File: config.mk
export PLATFORM = sky130hd
export DESIGN_NAME = rfph_top
export DESIGN_NICKNAME = d
export VERILOG_FILES = /design/src/common/rfph_pkg.sv /design/src/rfph_fifo.sv /design/src/rfph_crc16.sv /design/src/rfph_top.sv
export SDC_FILE = /design/constraint.sdc
export NUM_CORES = 2
export LEC_CHECK = 0
export ABC_AREA = 0
export BUFFER_PORTS_ARGS = -buffer_cell sky130_fd_sc_hd__buf_2
export CORE_UTILIZATION = 50
export DETAILED_ROUTE_END_ITERATION = 16
export HOLD_SLACK_MARGIN = 0.06
export PLACE_DENSITY = 0.75
export SLEW_MARGIN = 20
export SYNTH_ARGS = -nofsm -noshare
export SYNTH_HDL_FRONTEND = slang
export SYNTH_SLANG_ARGS = --single-unit
File: constraint.sdc
create_clock -name clk_sys_i -period 10.67 [get_ports clk_sys_i]
set_clock_uncertainty 0.15 [all_clocks]
set_input_delay 1.6005 -clock clk_sys_i [delete_from_list [all_inputs] [get_ports clk_sys_i]]
set_output_delay 1.6005 -clock clk_sys_i [all_outputs]
set_load 0.02 [all_outputs]
File: src/common/rfph_pkg.sv
// Shared constants and types for the radio FIFO packet handler
package rfph_pkg;

	// ****************************************
	// Queues and host commands
	// ****************************************
	localparam int         FIFO_DEPTH  = 64;
	localparam int         CNT_W       = $clog2(FIFO_DEPTH + 1);
	localparam logic [7:0] CMD_TX_LOAD = 8'h66;
	localparam logic [7:0] CMD_RX_READ = 8'h77;
	localparam int         CLR_TX      = 0;
	localparam int         CLR_RX      = 1;

	// ****************************************
	// Frame coding
	// ****************************************
	localparam logic [7:0]  PRE_PATTERN = 8'haa;
	localparam logic [15:0] CRC_INIT    = 16'hffff;
	localparam logic [15:0] CRC_POLY    = 16'h1021;
	localparam logic [8:0]  PN9_SEED    = 9'h1ff;
	localparam int          PN9_TAP     = 5;
	localparam logic [3:0]  BYTE_BITS   = 4'h8;

	// ****************************************
	// Interrupt flag positions and reset values
	// ****************************************
	localparam int   IRQ_W       = 7;
	localparam int   IRQ_TX_AE   = 0;
	localparam int   IRQ_TX_DONE = 1;
	localparam int   IRQ_RX_AF   = 2;
	localparam int   IRQ_PRE     = 3;
	localparam int   IRQ_SYNC    = 4;
	localparam int   IRQ_PKT     = 5;
	localparam int   IRQ_CRC     = 6;
	localparam logic IRQ_N_RST   = 1'b1;

	// ****************************************
	// Types
	// ****************************************
	typedef struct packed {
		logic pre;
		logic sync;
		logic hdr;
		logic len;
		logic crc;
	} rfph_fld_t;

	typedef struct packed {
		logic             ph_tx_en;
		logic             ph_rx_en;
		rfph_fld_t        fld;
		logic             whiten;
		logic             manch;
		logic [3:0]       pre_len;
		logic [5:0]       pre_thresh;
		logic [15:0]      sync_word;
		logic [7:0]       hdr;
		logic [7:0]       pay_len;
		logic [CNT_W-1:0] tx_ae_level;
		logic [CNT_W-1:0] rx_af_level;
	} rfph_cfg_t;

	typedef struct packed {
		logic       valid;
		logic [7:0] code;
		logic [7:0] wdata;
	} rfph_cmd_t;

	typedef enum logic [7:0] {
		TX_IDLE = 8'h01,
		TX_PRE  = 8'h02,
		TX_SYNC = 8'h04,
		TX_HDR  = 8'h08,
		TX_LEN  = 8'h10,
		TX_DATA = 8'h20,
		TX_CRC  = 8'h40,
		TX_DONE = 8'h80
	} rfph_tx_st_t;

	typedef enum logic [6:0] {
		RX_OFF  = 7'h01,
		RX_PRE  = 7'h02,
		RX_SYNC = 7'h04,
		RX_HDR  = 7'h08,
		RX_LEN  = 7'h10,
		RX_DATA = 7'h20,
		RX_CRC  = 7'h40
	} rfph_rx_st_t;

endpackage

File: src/rfph_fifo.sv
// Byte queue with synchronous clear, used for both directions
`timescale 1ns/1ps
module rfph_fifo #(
	parameter int WIDTH = 8,
	parameter int DEPTH = rfph_pkg::FIFO_DEPTH
) (
	// Clock and reset
	input  wire logic                       clk_sys_i,
	input  wire logic                       rst_n_i,
	// Write side
	input  wire logic                       clr_i,
	input  wire logic                       push_i,
	input  wire logic [WIDTH-1:0]           wdata_i,
	// Read side
	input  wire logic                       pop_i,
	output logic      [WIDTH-1:0]           rdata_o,
	output logic      [$clog2(DEPTH+1)-1:0] count_o,
	output logic                            full_o,
	output logic                            empty_o
);
	localparam int AW = $clog2(DEPTH);
	localparam int CW = $clog2(DEPTH + 1);

	typedef struct packed {
		logic [AW-1:0] wptr;
		logic [AW-1:0] rptr;
		logic [CW-1:0] cnt;
	} rfph_fifo_st_t;

	rfph_fifo_st_t    q;
	rfph_fifo_st_t    d;
	logic [WIDTH-1:0] mem [DEPTH];
	logic             do_push;
	logic             do_pop;

	// Pointers wrap by width, so DEPTH must be a power of two
	assign do_push = push_i && !full_o && !clr_i;
	assign do_pop  = pop_i && !empty_o && !clr_i;
	assign rdata_o = mem[q.rptr];
	assign count_o = q.cnt;
	assign full_o  = (q.cnt == CW'(DEPTH));
	assign empty_o = (q.cnt == '0);

	always_comb begin
		d = q;
		if (clr_i) begin
			d = '0;
		end else begin
			if (do_push) begin
				d.wptr = q.wptr + AW'(1);
			end
			if (do_pop) begin
				d.rptr = q.rptr + AW'(1);
			end
			d.cnt = q.cnt + {{(CW-1){1'b0}}, do_push} - {{(CW-1){1'b0}}, do_pop};
		end
	end

	always_ff @(posedge clk_sys_i) begin
		if (!rst_n_i) begin
			q <= '0;
		end else begin
			q <= d;
		end
	end

	always_ff @(posedge clk_sys_i) begin
		if (do_push) begin
			mem[q.wptr] <= wdata_i;
		end
	end
endmodule

File: src/rfph_crc16.sv
// Byte-wide CRC-16 update, MSB first
`timescale 1ns/1ps
module rfph_crc16 #(
	parameter logic [15:0] POLY = rfph_pkg::CRC_POLY
) (
	// Running value and next byte
	input  wire logic [15:0] crc_i,
	input  wire logic [7:0]  byte_i,
	output logic      [15:0] crc_o
);
	always_comb begin
		crc_o = crc_i;
		for (int i = 0; i < 8; i++) begin
			if (crc_o[15] ^ byte_i[7-i]) begin
				crc_o = {crc_o[14:0], 1'b0} ^ POLY;
			end else begin
				crc_o = {crc_o[14:0], 1'b0};
			end
		end
	end
endmodule

File: src/rfph_top.sv
// Radio FIFO packet handler: host queues, frame builder and frame checker
`timescale 1ns/1ps
// How it works
// - Two independent 64-byte queues, one for transmit, one for receive.
// - Host command 66h appends its data byte to the transmit queue.
// - Host command 77h returns the oldest receive byte.
// - Transmit queue falling to its almost-empty level raises an event.
// - After the frame-sent event the transmitter returns to idle by itself.
// - Receive queue reaching its almost-full level raises an event on the low irq pin.
// - Almost-full means at least the level count of bytes can be read.
// - Clear command empties transmit, receive or both queues.
// - Framing is enabled separately for transmit and receive.
// - Preamble, sync, header, length and CRC each enable individually.
// - Receiver qualifies the preamble and pulses preamble-ok.
// - Receiver finds the sync word and pulses sync-found.
// - Receiver pulses frame-accepted when all enabled checks pass.
// - Receiver pulses checksum-mismatch when the CRC field differs.
// - Receiver removes whitening and Manchester coding when enabled.
// - Receiver compares the header byte and drops a mismatching frame.
// - Receiver writes data field bytes into the receive queue.
// - Transmitter generates preamble then sync itself.
// - Transmitter takes data bytes in order from the transmit queue.
// - Transmitter appends the computed CRC when enabled.
// - Transmitter applies whitening and Manchester coding when enabled.
module rfph_top (
	// Clock and reset
	input  wire logic                          clk_sys_i,
	input  wire logic                          rst_n_i,
	// Host command port
	input  wire rfph_pkg::rfph_cmd_t           cmd_i,
	input  wire logic [1:0]                    fifo_clr_i,
	output logic      [7:0]                    rd_data_o,
	output logic                               rd_valid_o,
	// Configuration
	input  wire rfph_pkg::rfph_cfg_t           cfg_i,
	input  wire logic                          tx_start_i,
	input  wire logic                          rx_on_i,
	// Modem transmit chips
	input  wire logic                          tx_chip_req_i,
	output logic                               tx_chip_o,
	output logic                               tx_chip_valid_o,
	output logic                               tx_busy_o,
	// Modem receive chips
	input  wire logic                          rx_chip_valid_i,
	input  wire logic                          rx_chip_i,
	// Status
	output logic                               pre_ok_o,
	output logic                               sync_found_o,
	output logic                               frame_accepted_o,
	output logic                               crc_mismatch_o,
	output logic                               tx_frame_done_event_o,
	output logic      [rfph_pkg::CNT_W-1:0]    tx_count_o,
	output logic      [rfph_pkg::CNT_W-1:0]    rx_count_o,
	// Interrupts
	input  wire logic [rfph_pkg::IRQ_W-1:0]    irq_en_i,
	input  wire logic [rfph_pkg::IRQ_W-1:0]    irq_ack_i,
	output logic      [rfph_pkg::IRQ_W-1:0]    irq_flags_o,
	output logic                               host_irq_n_o
);
	// ****************************************
	// State
	// ****************************************
	typedef struct packed {
		rfph_pkg::rfph_tx_st_t        txs;
		logic [7:0]                   tsh;
		logic [3:0]                   tbits;
		logic                         thalf;
		logic                         twhit;
		logic [8:0]                   tpn;
		logic [7:0]                   tcnt;
		logic [15:0]                  tcrc;
		logic                         chip;
		logic                         chip_v;
		logic                         busy;
		rfph_pkg::rfph_rx_st_t        rxs;
		logic                         rhalf;
		logic                         rfirst;
		logic [15:0]                  rsr;
		logic [5:0]                   rprecnt;
		logic [7:0]                   rbyte;
		logic [2:0]                   rbits;
		logic                         rwhit;
		logic [8:0]                   rpn;
		logic [7:0]                   rcnt;
		logic [7:0]                   rlen;
		logic [15:0]                  rcrc;
		logic [7:0]                   rchi;
		logic [7:0]                   rd_data;
		logic                         rd_v;
		logic [rfph_pkg::CNT_W-1:0]   txc_prev;
		logic [rfph_pkg::CNT_W-1:0]   rxc_prev;
		logic [rfph_pkg::IRQ_W-1:0]   ev;
		logic [rfph_pkg::IRQ_W-1:0]   irq;
		logic                         irq_n;
	} rfph_top_st_t;

	rfph_top_st_t                 q;
	rfph_top_st_t                 d;
	logic                         tx_push;
	logic                         tx_pop;
	logic [7:0]                   tx_rdata;
	logic                         tx_empty;
	logic [rfph_pkg::CNT_W-1:0]   tx_count;
	logic                         rx_push;
	logic                         rx_pop;
	logic [7:0]                   rx_rdata;
	logic [rfph_pkg::CNT_W-1:0]   rx_count;
	logic [7:0]                   tx_crc_byte;
	logic [15:0]                  tx_crc_nx;
	logic [15:0]                  rx_crc_nx;
	logic                         tbit;
	logic                         rx_bit_v;
	logic                         rx_raw;
	logic                         rx_bit;
	logic [7:0]                   rx_byte;
	logic                         in_bytes;
	logic                         byte_done;
	logic [5:0]                   pc;
	logic                         ld;
	logic [7:0]                   ld_byte;
	logic                         ld_whit;
	logic                         start_b;
	logic                         rehunt;
	logic [rfph_pkg::IRQ_W-1:0]   ev;

	function automatic logic [8:0] rfph_pn_step(input logic [8:0] pn);
		return {pn[0] ^ pn[rfph_pkg::PN9_TAP], pn[8:1]};
	endfunction

	// ****************************************
	// Queues and CRC
	// ****************************************
	assign tx_push = cmd_i.valid && (cmd_i.code == rfph_pkg::CMD_TX_LOAD);
	assign rx_pop  = cmd_i.valid && (cmd_i.code == rfph_pkg::CMD_RX_READ);

	// Full writes and empty reads are absorbed inside the queue
	rfph_fifo #(.WIDTH(8), .DEPTH(rfph_pkg::FIFO_DEPTH)) u_tx_fifo (
		.clk_sys_i (clk_sys_i),
		.rst_n_i   (rst_n_i),
		.clr_i     (fifo_clr_i[rfph_pkg::CLR_TX]),
		.push_i    (tx_push),
		.wdata_i   (cmd_i.wdata),
		.pop_i     (tx_pop),
		.rdata_o   (tx_rdata),
		.count_o   (tx_count),
		.full_o    (),
		.empty_o   (tx_empty)
	);

	rfph_fifo #(.WIDTH(8), .DEPTH(rfph_pkg::FIFO_DEPTH)) u_rx_fifo (
		.clk_sys_i (clk_sys_i),
		.rst_n_i   (rst_n_i),
		.clr_i     (fifo_clr_i[rfph_pkg::CLR_RX]),
		.push_i    (rx_push),
		.wdata_i   (rx_byte),
		.pop_i     (rx_pop),
		.rdata_o   (rx_rdata),
		.count_o   (rx_count),
		.full_o    (),
		.empty_o   ()
	);

	assign tx_crc_byte = (q.txs == rfph_pkg::TX_HDR) ? cfg_i.hdr :
	                     (q.txs == rfph_pkg::TX_LEN) ? cfg_i.pay_len : tx_rdata;

	rfph_crc16 u_tx_crc (
		.crc_i  (q.tcrc),
		.byte_i (tx_crc_byte),
		.crc_o  (tx_crc_nx)
	);

	rfph_crc16 u_rx_crc (
		.crc_i  (q.rcrc),
		.byte_i (rx_byte),
		.crc_o  (rx_crc_nx)
	);

	// ****************************************
	// Bit paths
	// ****************************************
	assign tbit      = q.tsh[7] ^ (q.twhit & q.tpn[0]);
	// Manchester pairs are framed from the first chip after enable; no phase hunt
	assign rx_bit_v  = rx_chip_valid_i && (!cfg_i.manch || q.rhalf);
	assign rx_raw    = cfg_i.manch ? q.rfirst : rx_chip_i;
	assign rx_bit    = rx_raw ^ (q.rwhit & q.rpn[0]);
	assign rx_byte   = {q.rbyte[6:0], rx_bit};
	assign in_bytes  = (q.rxs == rfph_pkg::RX_HDR) || (q.rxs == rfph_pkg::RX_LEN) ||
	                   (q.rxs == rfph_pkg::RX_DATA) || (q.rxs == rfph_pkg::RX_CRC);
	assign byte_done = in_bytes && rx_bit_v && (q.rbits == 3'h7);

	// ****************************************
	// Next state
	// ****************************************
	always_comb begin
		d       = q;
		ev      = '0;
		tx_pop  = 1'b0;
		rx_push = 1'b0;
		ld      = 1'b0;
		ld_byte = 8'h00;
		ld_whit = 1'b0;
		start_b = 1'b0;
		rehunt  = 1'b0;
		pc      = (q.rprecnt != 6'h00 && rx_raw == q.rsr[0]) ? 6'h01 : q.rprecnt + 6'h01;
		d.chip_v = 1'b0;
		d.rd_v   = rx_pop;
		if (rx_pop) begin
			d.rd_data = rx_rdata;
		end

		// Transmit serializer drains a byte before the next is loaded
		if (q.tbits != 4'h0) begin
			if (tx_chip_req_i) begin
				d.chip_v = 1'b1;
				d.chip   = (cfg_i.manch && q.thalf) ? ~tbit : tbit;
				if (cfg_i.manch && !q.thalf) begin
					d.thalf = 1'b1;
				end else begin
					d.thalf = 1'b0;
					d.tsh   = {q.tsh[6:0], 1'b0};
					d.tbits = q.tbits - 4'h1;
					if (q.twhit) begin
						d.tpn = rfph_pn_step(q.tpn);
					end
				end
			end
		end else begin
			case (q.txs)
				rfph_pkg::TX_IDLE: begin
					if (tx_start_i) begin
						d.txs  = rfph_pkg::TX_PRE;
						d.tcnt = 8'h00;
						d.tcrc = rfph_pkg::CRC_INIT;
						d.tpn  = rfph_pkg::PN9_SEED;
					end
				end
				rfph_pkg::TX_PRE: begin
					if (!cfg_i.ph_tx_en || !cfg_i.fld.pre) begin
						d.txs = rfph_pkg::TX_SYNC;
					end else begin
						ld      = 1'b1;
						ld_byte = rfph_pkg::PRE_PATTERN;
						d.tcnt  = q.tcnt + 8'h01;
						if (q.tcnt + 8'h01 >= {4'h0, cfg_i.pre_len}) begin
							d.txs  = rfph_pkg::TX_SYNC;
							d.tcnt = 8'h00;
						end
					end
				end
				rfph_pkg::TX_SYNC: begin
					if (!cfg_i.ph_tx_en || !cfg_i.fld.sync) begin
						d.txs = rfph_pkg::TX_HDR;
					end else begin
						ld      = 1'b1;
						ld_byte = q.tcnt[0] ? cfg_i.sync_word[7:0] : cfg_i.sync_word[15:8];
						d.tcnt  = q.tcnt[0] ? 8'h00 : 8'h01;
						if (q.tcnt[0]) begin
							d.txs = rfph_pkg::TX_HDR;
						end
					end
				end
				rfph_pkg::TX_HDR: begin
					d.txs = rfph_pkg::TX_LEN;
					if (cfg_i.ph_tx_en && cfg_i.fld.hdr) begin
						ld      = 1'b1;
						ld_whit = cfg_i.whiten;
						ld_byte = cfg_i.hdr;
						d.tcrc  = tx_crc_nx;
					end
				end
				rfph_pkg::TX_LEN: begin
					d.txs = rfph_pkg::TX_DATA;
					if (cfg_i.ph_tx_en && cfg_i.fld.len) begin
						ld      = 1'b1;
						ld_whit = cfg_i.whiten;
						ld_byte = cfg_i.pay_len;
						d.tcrc  = tx_crc_nx;
					end
				end
				rfph_pkg::TX_DATA: begin
					if (q.tcnt == cfg_i.pay_len) begin
						d.txs  = rfph_pkg::TX_CRC;
						d.tcnt = 8'h00;
					end else if (!tx_empty) begin
						tx_pop  = 1'b1;
						ld      = 1'b1;
						ld_whit = cfg_i.whiten;
						ld_byte = tx_rdata;
						d.tcrc  = tx_crc_nx;
						d.tcnt  = q.tcnt + 8'h01;
					end else if (!cfg_i.ph_tx_en) begin
						d.txs = rfph_pkg::TX_DONE;
					end
				end
				rfph_pkg::TX_CRC: begin
					if (!cfg_i.ph_tx_en || !cfg_i.fld.crc) begin
						d.txs = rfph_pkg::TX_DONE;
					end else begin
						ld      = 1'b1;
						ld_whit = cfg_i.whiten;
						ld_byte = q.tcnt[0] ? q.tcrc[7:0] : q.tcrc[15:8];
						d.tcnt  = q.tcnt[0] ? 8'h00 : 8'h01;
						if (q.tcnt[0]) begin
							d.txs = rfph_pkg::TX_DONE;
						end
					end
				end
				rfph_pkg::TX_DONE: begin
					ev[rfph_pkg::IRQ_TX_DONE] = 1'b1;
					d.txs = rfph_pkg::TX_IDLE;
				end
				default: begin
					d.txs = rfph_pkg::TX_IDLE;
				end
			endcase
		end
		if (ld) begin
			d.tsh   = ld_byte;
			d.tbits = rfph_pkg::BYTE_BITS;
			d.twhit = ld_whit;
		end
		d.busy = (d.txs != rfph_pkg::TX_IDLE);

		// Receive chip pairing
		if (rx_chip_valid_i && cfg_i.manch) begin
			d.rhalf  = !q.rhalf;
			d.rfirst = rx_chip_i;
		end
		if (in_bytes && rx_bit_v) begin
			d.rbyte = rx_byte;
			d.rbits = q.rbits + 3'h1;
			if (q.rwhit) begin
				d.rpn = rfph_pn_step(q.rpn);
			end
		end

		if (!rx_on_i) begin
			d.rxs   = rfph_pkg::RX_OFF;
			d.rhalf = 1'b0;
		end else begin
			case (q.rxs)
				rfph_pkg::RX_OFF: begin
					rehunt = 1'b1;
				end
				rfph_pkg::RX_PRE: begin
					if (!cfg_i.ph_rx_en || !cfg_i.fld.pre) begin
						d.rxs = rfph_pkg::RX_SYNC;
					end else if (rx_bit_v) begin
						d.rsr     = {q.rsr[14:0], rx_raw};
						d.rprecnt = pc;
						if (pc >= cfg_i.pre_thresh) begin
							ev[rfph_pkg::IRQ_PRE] = 1'b1;
							d.rxs = rfph_pkg::RX_SYNC;
						end
					end
				end
				rfph_pkg::RX_SYNC: begin
					if (!cfg_i.ph_rx_en || !cfg_i.fld.sync) begin
						start_b = 1'b1;
					end else if (rx_bit_v) begin
						d.rsr = {q.rsr[14:0], rx_raw};
						if ({q.rsr[14:0], rx_raw} == cfg_i.sync_word) begin
							ev[rfph_pkg::IRQ_SYNC] = 1'b1;
							start_b = 1'b1;
						end
					end
				end
				rfph_pkg::RX_HDR: begin
					if (!cfg_i.ph_rx_en || !cfg_i.fld.hdr) begin
						d.rxs = rfph_pkg::RX_LEN;
					end else if (byte_done) begin
						if (rx_byte != cfg_i.hdr) begin
							rehunt = 1'b1;
						end else begin
							d.rcrc = rx_crc_nx;
							d.rxs  = rfph_pkg::RX_LEN;
						end
					end
				end
				rfph_pkg::RX_LEN: begin
					if (!cfg_i.ph_rx_en || !cfg_i.fld.len) begin
						d.rlen = cfg_i.pay_len;
						d.rxs  = rfph_pkg::RX_DATA;
					end else if (byte_done) begin
						d.rlen = rx_byte;
						d.rcrc = rx_crc_nx;
						d.rxs  = rfph_pkg::RX_DATA;
					end
				end
				rfph_pkg::RX_DATA: begin
					if (q.rcnt == q.rlen) begin
						d.rxs  = rfph_pkg::RX_CRC;
						d.rcnt = 8'h00;
					end else if (byte_done) begin
						rx_push = 1'b1;
						d.rcrc  = rx_crc_nx;
						d.rcnt  = q.rcnt + 8'h01;
					end
				end
				rfph_pkg::RX_CRC: begin
					if (!cfg_i.ph_rx_en || !cfg_i.fld.crc) begin
						ev[rfph_pkg::IRQ_PKT] = 1'b1;
						rehunt = 1'b1;
					end else if (byte_done) begin
						if (!q.rcnt[0]) begin
							d.rchi = rx_byte;
							d.rcnt = 8'h01;
						end else begin
							ev[rfph_pkg::IRQ_PKT] = ({q.rchi, rx_byte} == q.rcrc);
							ev[rfph_pkg::IRQ_CRC] = ({q.rchi, rx_byte} != q.rcrc);
							rehunt = 1'b1;
						end
					end
				end
				default: begin
					d.rxs = rfph_pkg::RX_OFF;
				end
			endcase
		end
		if (rehunt) begin
			d.rxs     = rfph_pkg::RX_PRE;
			d.rprecnt = 6'h00;
		end
		if (start_b) begin
			d.rxs   = rfph_pkg::RX_HDR;
			d.rbits = 3'h0;
			d.rcnt  = 8'h00;
			d.rpn   = rfph_pkg::PN9_SEED;
			d.rwhit = cfg_i.whiten;
			d.rcrc  = rfph_pkg::CRC_INIT;
		end

		// Queue level crossings, judged on registered counts
		d.txc_prev = tx_count;
		d.rxc_prev = rx_count;
		ev[rfph_pkg::IRQ_TX_AE] = (q.txc_prev > cfg_i.tx_ae_level) && (tx_count == cfg_i.tx_ae_level);
		ev[rfph_pkg::IRQ_RX_AF] = (q.rxc_prev < cfg_i.rx_af_level) && (rx_count >= cfg_i.rx_af_level);

		// A new event outranks an acknowledge in the same cycle
		d.ev    = ev;
		d.irq   = (q.irq & ~irq_ack_i) | ev;
		d.irq_n = ~|(d.irq & irq_en_i);
	end

	always_ff @(posedge clk_sys_i) begin
		if (!rst_n_i) begin
			q       <= '0;
			q.txs   <= rfph_pkg::TX_IDLE;
			q.rxs   <= rfph_pkg::RX_OFF;
			q.irq_n <= rfph_pkg::IRQ_N_RST;
		end else begin
			q <= d;
		end
	end

	// ****************************************
	// Outputs
	// ****************************************
	assign rd_data_o             = q.rd_data;
	assign rd_valid_o            = q.rd_v;
	assign tx_chip_o             = q.chip;
	assign tx_chip_valid_o       = q.chip_v;
	assign tx_busy_o             = q.busy;
	assign pre_ok_o              = q.ev[rfph_pkg::IRQ_PRE];
	assign sync_found_o          = q.ev[rfph_pkg::IRQ_SYNC];
	assign frame_accepted_o      = q.ev[rfph_pkg::IRQ_PKT];
	assign crc_mismatch_o        = q.ev[rfph_pkg::IRQ_CRC];
	assign tx_frame_done_event_o = q.ev[rfph_pkg::IRQ_TX_DONE];
	assign tx_count_o            = tx_count;
	assign rx_count_o            = rx_count;
	assign irq_flags_o           = q.irq;
	assign host_irq_n_o          = q.irq_n;
endmodule

==> results.json <==
{
  "syn_area_per_cell_um2": 15.8,
  "place_ws_ns": 4.53,
  "period_minus_slack_ns": 5.41,
  "peakVddDrop_mv": 0.156,
  "dieArea_um2": 107000,
  "portBuffers": 143,
  "yosys_warnings": 0,
  "vias_per_cell": 6.13,
  "ctsResizeCount": 0,
  "rows": 118,
  "crit_path_end_kind": "register",
  "drv_slew": 0,
  "p_leak_nw": 18.8,
  "synth_cell_types": 88,
  "coreArea_um2": 104000,
  "grt_max_degree": 132,
  "hp-class": "reg2reg",
  "crit_type": "in2reg",
  "path_clk_slew_ns": 0.06,
  "reg2reg_to": "u_rx_fifo.mem[19][3]$_DFFE_PP_",
  "required_ns": 10.87,
  "drive_gt1_share_pct": 19.0,
  "ys_ff_latch": 1252,
  "max_slew.worst_pin.slew_ns": 1.14,
  "routedWlPerCell_um": 25.9,
  "max_freq_mhz": 185,
  "synth.area.top_cells": "edfxtp_1 58%, mux4_2 10%, dfxtp_1 8.7%, nor2_1 2.5%, mux2i_1 2.2%",
  "synth_top_flop_cell": "edfxtp_1",
  "syn_area_um2": 52600,
  "synth_edf_count": 1024,
  "synthesis.nets": 3488,
  "cts_buffers": 121,
  "vias": 30100,
  "wl_mm": 127,
  "final_cell_count_no_fill": 4911,
  "timing.final.ws_setup_ns": 5.26,
  "clk_latency_ns": 0.74,
  "grt_pass1_vias": 29400,
  "rrSetupSlack_ns": 5.53,
  "r2r_cells": 9,
  "antenna_left": 0,
  "crit_arrival_ns": 5.60,
  "finalInstanceArea_um2": 58300,
  "clock_path_buffers": 3,
  "synth_top_area_cell": "edfxtp_1",
  "gp_congestion": 0.930,
  "cts_hold_buf": 0,
  "grt_pass1_wl_mm": 191,
  "r2r-start": "q[126]$_SDFFE_PN0P_",
  "drcViolationCount": 0,
  "rsz0062_at_grt": "no",
  "synth_cells": 3322,
  "htreeDepth": 3,
  "met1_length_mm": 50.4,
  "start_util_pct": 50.6,
  "hpwlAfterDp_mm": 77.7,
  "first_pass_iters": 6,
  "grt-ovfl-total": 0,
  "final_cell_mix": "1,024 x edfxtp_1, 353 x nor2_1, 240 x mux4_2",
  "area_growth_pct": 10.8,
  "nets": 3587,
  "period_share_pct": 50.7,
  "dpl-instance-area_um2": 54300,
  "min_path_cells": 2,
  "power_density_nw_per_um2": 175,
  "wl_met2_mm": 60.6,
  "status": "completed",
  "ioPinCount": 144,
  "antenna_found_initial": 2,
  "post-cts-setup-buffers": 0,
  "maxCapViolCount": 0,
  "tritoncts": "yes",
  "setup_viol": 0,
  "cts-root-buf": "clkbuf_16",
  "whs_endpoint": "q[121]$_SDFFE_PN0P_",
  "synth-seq-area-share_pct": 67.1,
  "dieWidth_um": 326,
  "synthArstFlopShare_pct": 0,
  "die_h_um": 326,
  "fillCellCount": 7879,
  "slew_headroom_pct": 23.8,
  "cp_max_fo": 13,
  "fin_setup_tns_ns": 0,
  "drt_iter0_drc": 3787,
  "track_usage_pct": 23.9,
  "layout_commonest_cell": "edfxtp_1",
  "dp.cells": 4677,
  "highest_layer": "met5",
  "cts_sinks": 1252,
  "total_power_mw": 10.2,
  "wl_met3_mm": 11.4,
  "cp-start-kind": "primary input",
  "holdCritStartpoint": "q[121]$_SDFFE_PN0P_",
  "synth_top_area_share_pct": 58.4,
  "final-hold-violation-count": 0
}
cell usage after synthesis (25+ instances only):
master	n
o21ai_0	74
buf_1	31
a211oi_1	35
inv_1	66
nand2_1	160
mux2i_1	117
nor2b_1	25
mux4_2	240
clkbuf_1	96
ha_1	59
dfxtp_1	228
mux4_1	28
a22oi_1	43
a21oi_1	119
buf_4	37
xnor2_1	65
xor2_1	94
edfxtp_1	1024
nand3_1	60
nor2_1	353
worst max path at each step:
stage,cells past startpoint,from,slack [ns],endpoint
2_1_floorplan,16,cmd_i[11],5.66,u_rx_fifo.count_o[6]$_SDFF_PP0_
3_3_place_gp,10,cfg_i[56],4.71,u_rx_fifo.mem[58][5]$_DFFE_PP_
3_5_place_dp,10,cfg_i[56],4.53,u_rx_fifo.mem[50][3]$_DFFE_PP_
4_1_cts,10,cfg_i[56],5.28,u_rx_fifo.mem[2][0]$_DFFE_PP_
5_1_grt,10,cfg_i[56],4.96,u_rx_fifo.mem[58][5]$_DFFE_PP_
6_report,10,cfg_i[56],5.26,u_rx_fifo.mem[19][3]$_DFFE_PP_
logic make-up after synthesis:
| family | share of synthesized area [%] |
|---|---|
| compound gates | 5.12 |
| xor+xnor | 2.84 |
| fa+ha+maj | 1.48 |
| buf+inv | 2.53 |
| flops | 67.1 |
| mux | 14.2 |
| simple gates | 6.70 |
area by class of cell:
cell class | count | area, um2 | area share, %
antenna | 2 | 5.00 | 0.00858
clock buffer | 163 | 3320 | 5.69
clock inverter | 68 | 663 | 1.14
inverter | 68 | 258 | 0.442
multi-input combinational | 1803 | 16000 | 27.4
sequential | 1252 | 35300 | 60.6
tap | 1380 | 1730 | 2.96
timing repair buffer | 175 | 1010 | 1.74
worst max-delay path, cell delays in order:
cell       delay (ns)
buf_2            0.14
inv_1            0.07
o21ai_0          0.20
a21oi_2          0.57
nand2_1          0.33
or2_1            0.37
a2111oi_4        0.42
nor2b_1          0.31
nand3_1          0.75
nor2_1           0.83
report_power, final:
group	switching [mW]	internal [mW]	total [mW]
clock	1.85	2.41	4.26
sequential	0.0602	5.31	5.37
combinational	0.367	0.213	0.579
total	2.28	7.93	10.2
registers in the layout (all words and copies together), names as in the netlist, 7 cells and up, named ones only:
| name | count |
|---|---|
| u_tx_fifo.q | 12 |
| u_rx_fifo.count_o | 7 |
| u_tx_fifo.count_o | 7 |
| irq_flags_o | 7 |
| q | 159 |
| u_rx_fifo.mem | 512 |
| u_rx_fifo.q | 12 |
| u_tx_fifo.mem | 512 |
| rd_data_o | 8 |
per-layer routing:
layer / vias up / track usage [%]
li1: 13000 / -
met1: 15200 / 32.9
met2: 1602 / 37.9
met3: 280 / 4.74
met4: 2 / 8.45
met5: - / 0
through the flow:
stage	hold WS (ns)	util, %
after detailed placement	0.310	52.2
after CTS	0.320	56.1
after floorplan	0.286	-
after global placement	0.296	52.2
after global routing	0.348	56.1
final	0.319	56.1
Power figures use the tool's default switching activity.
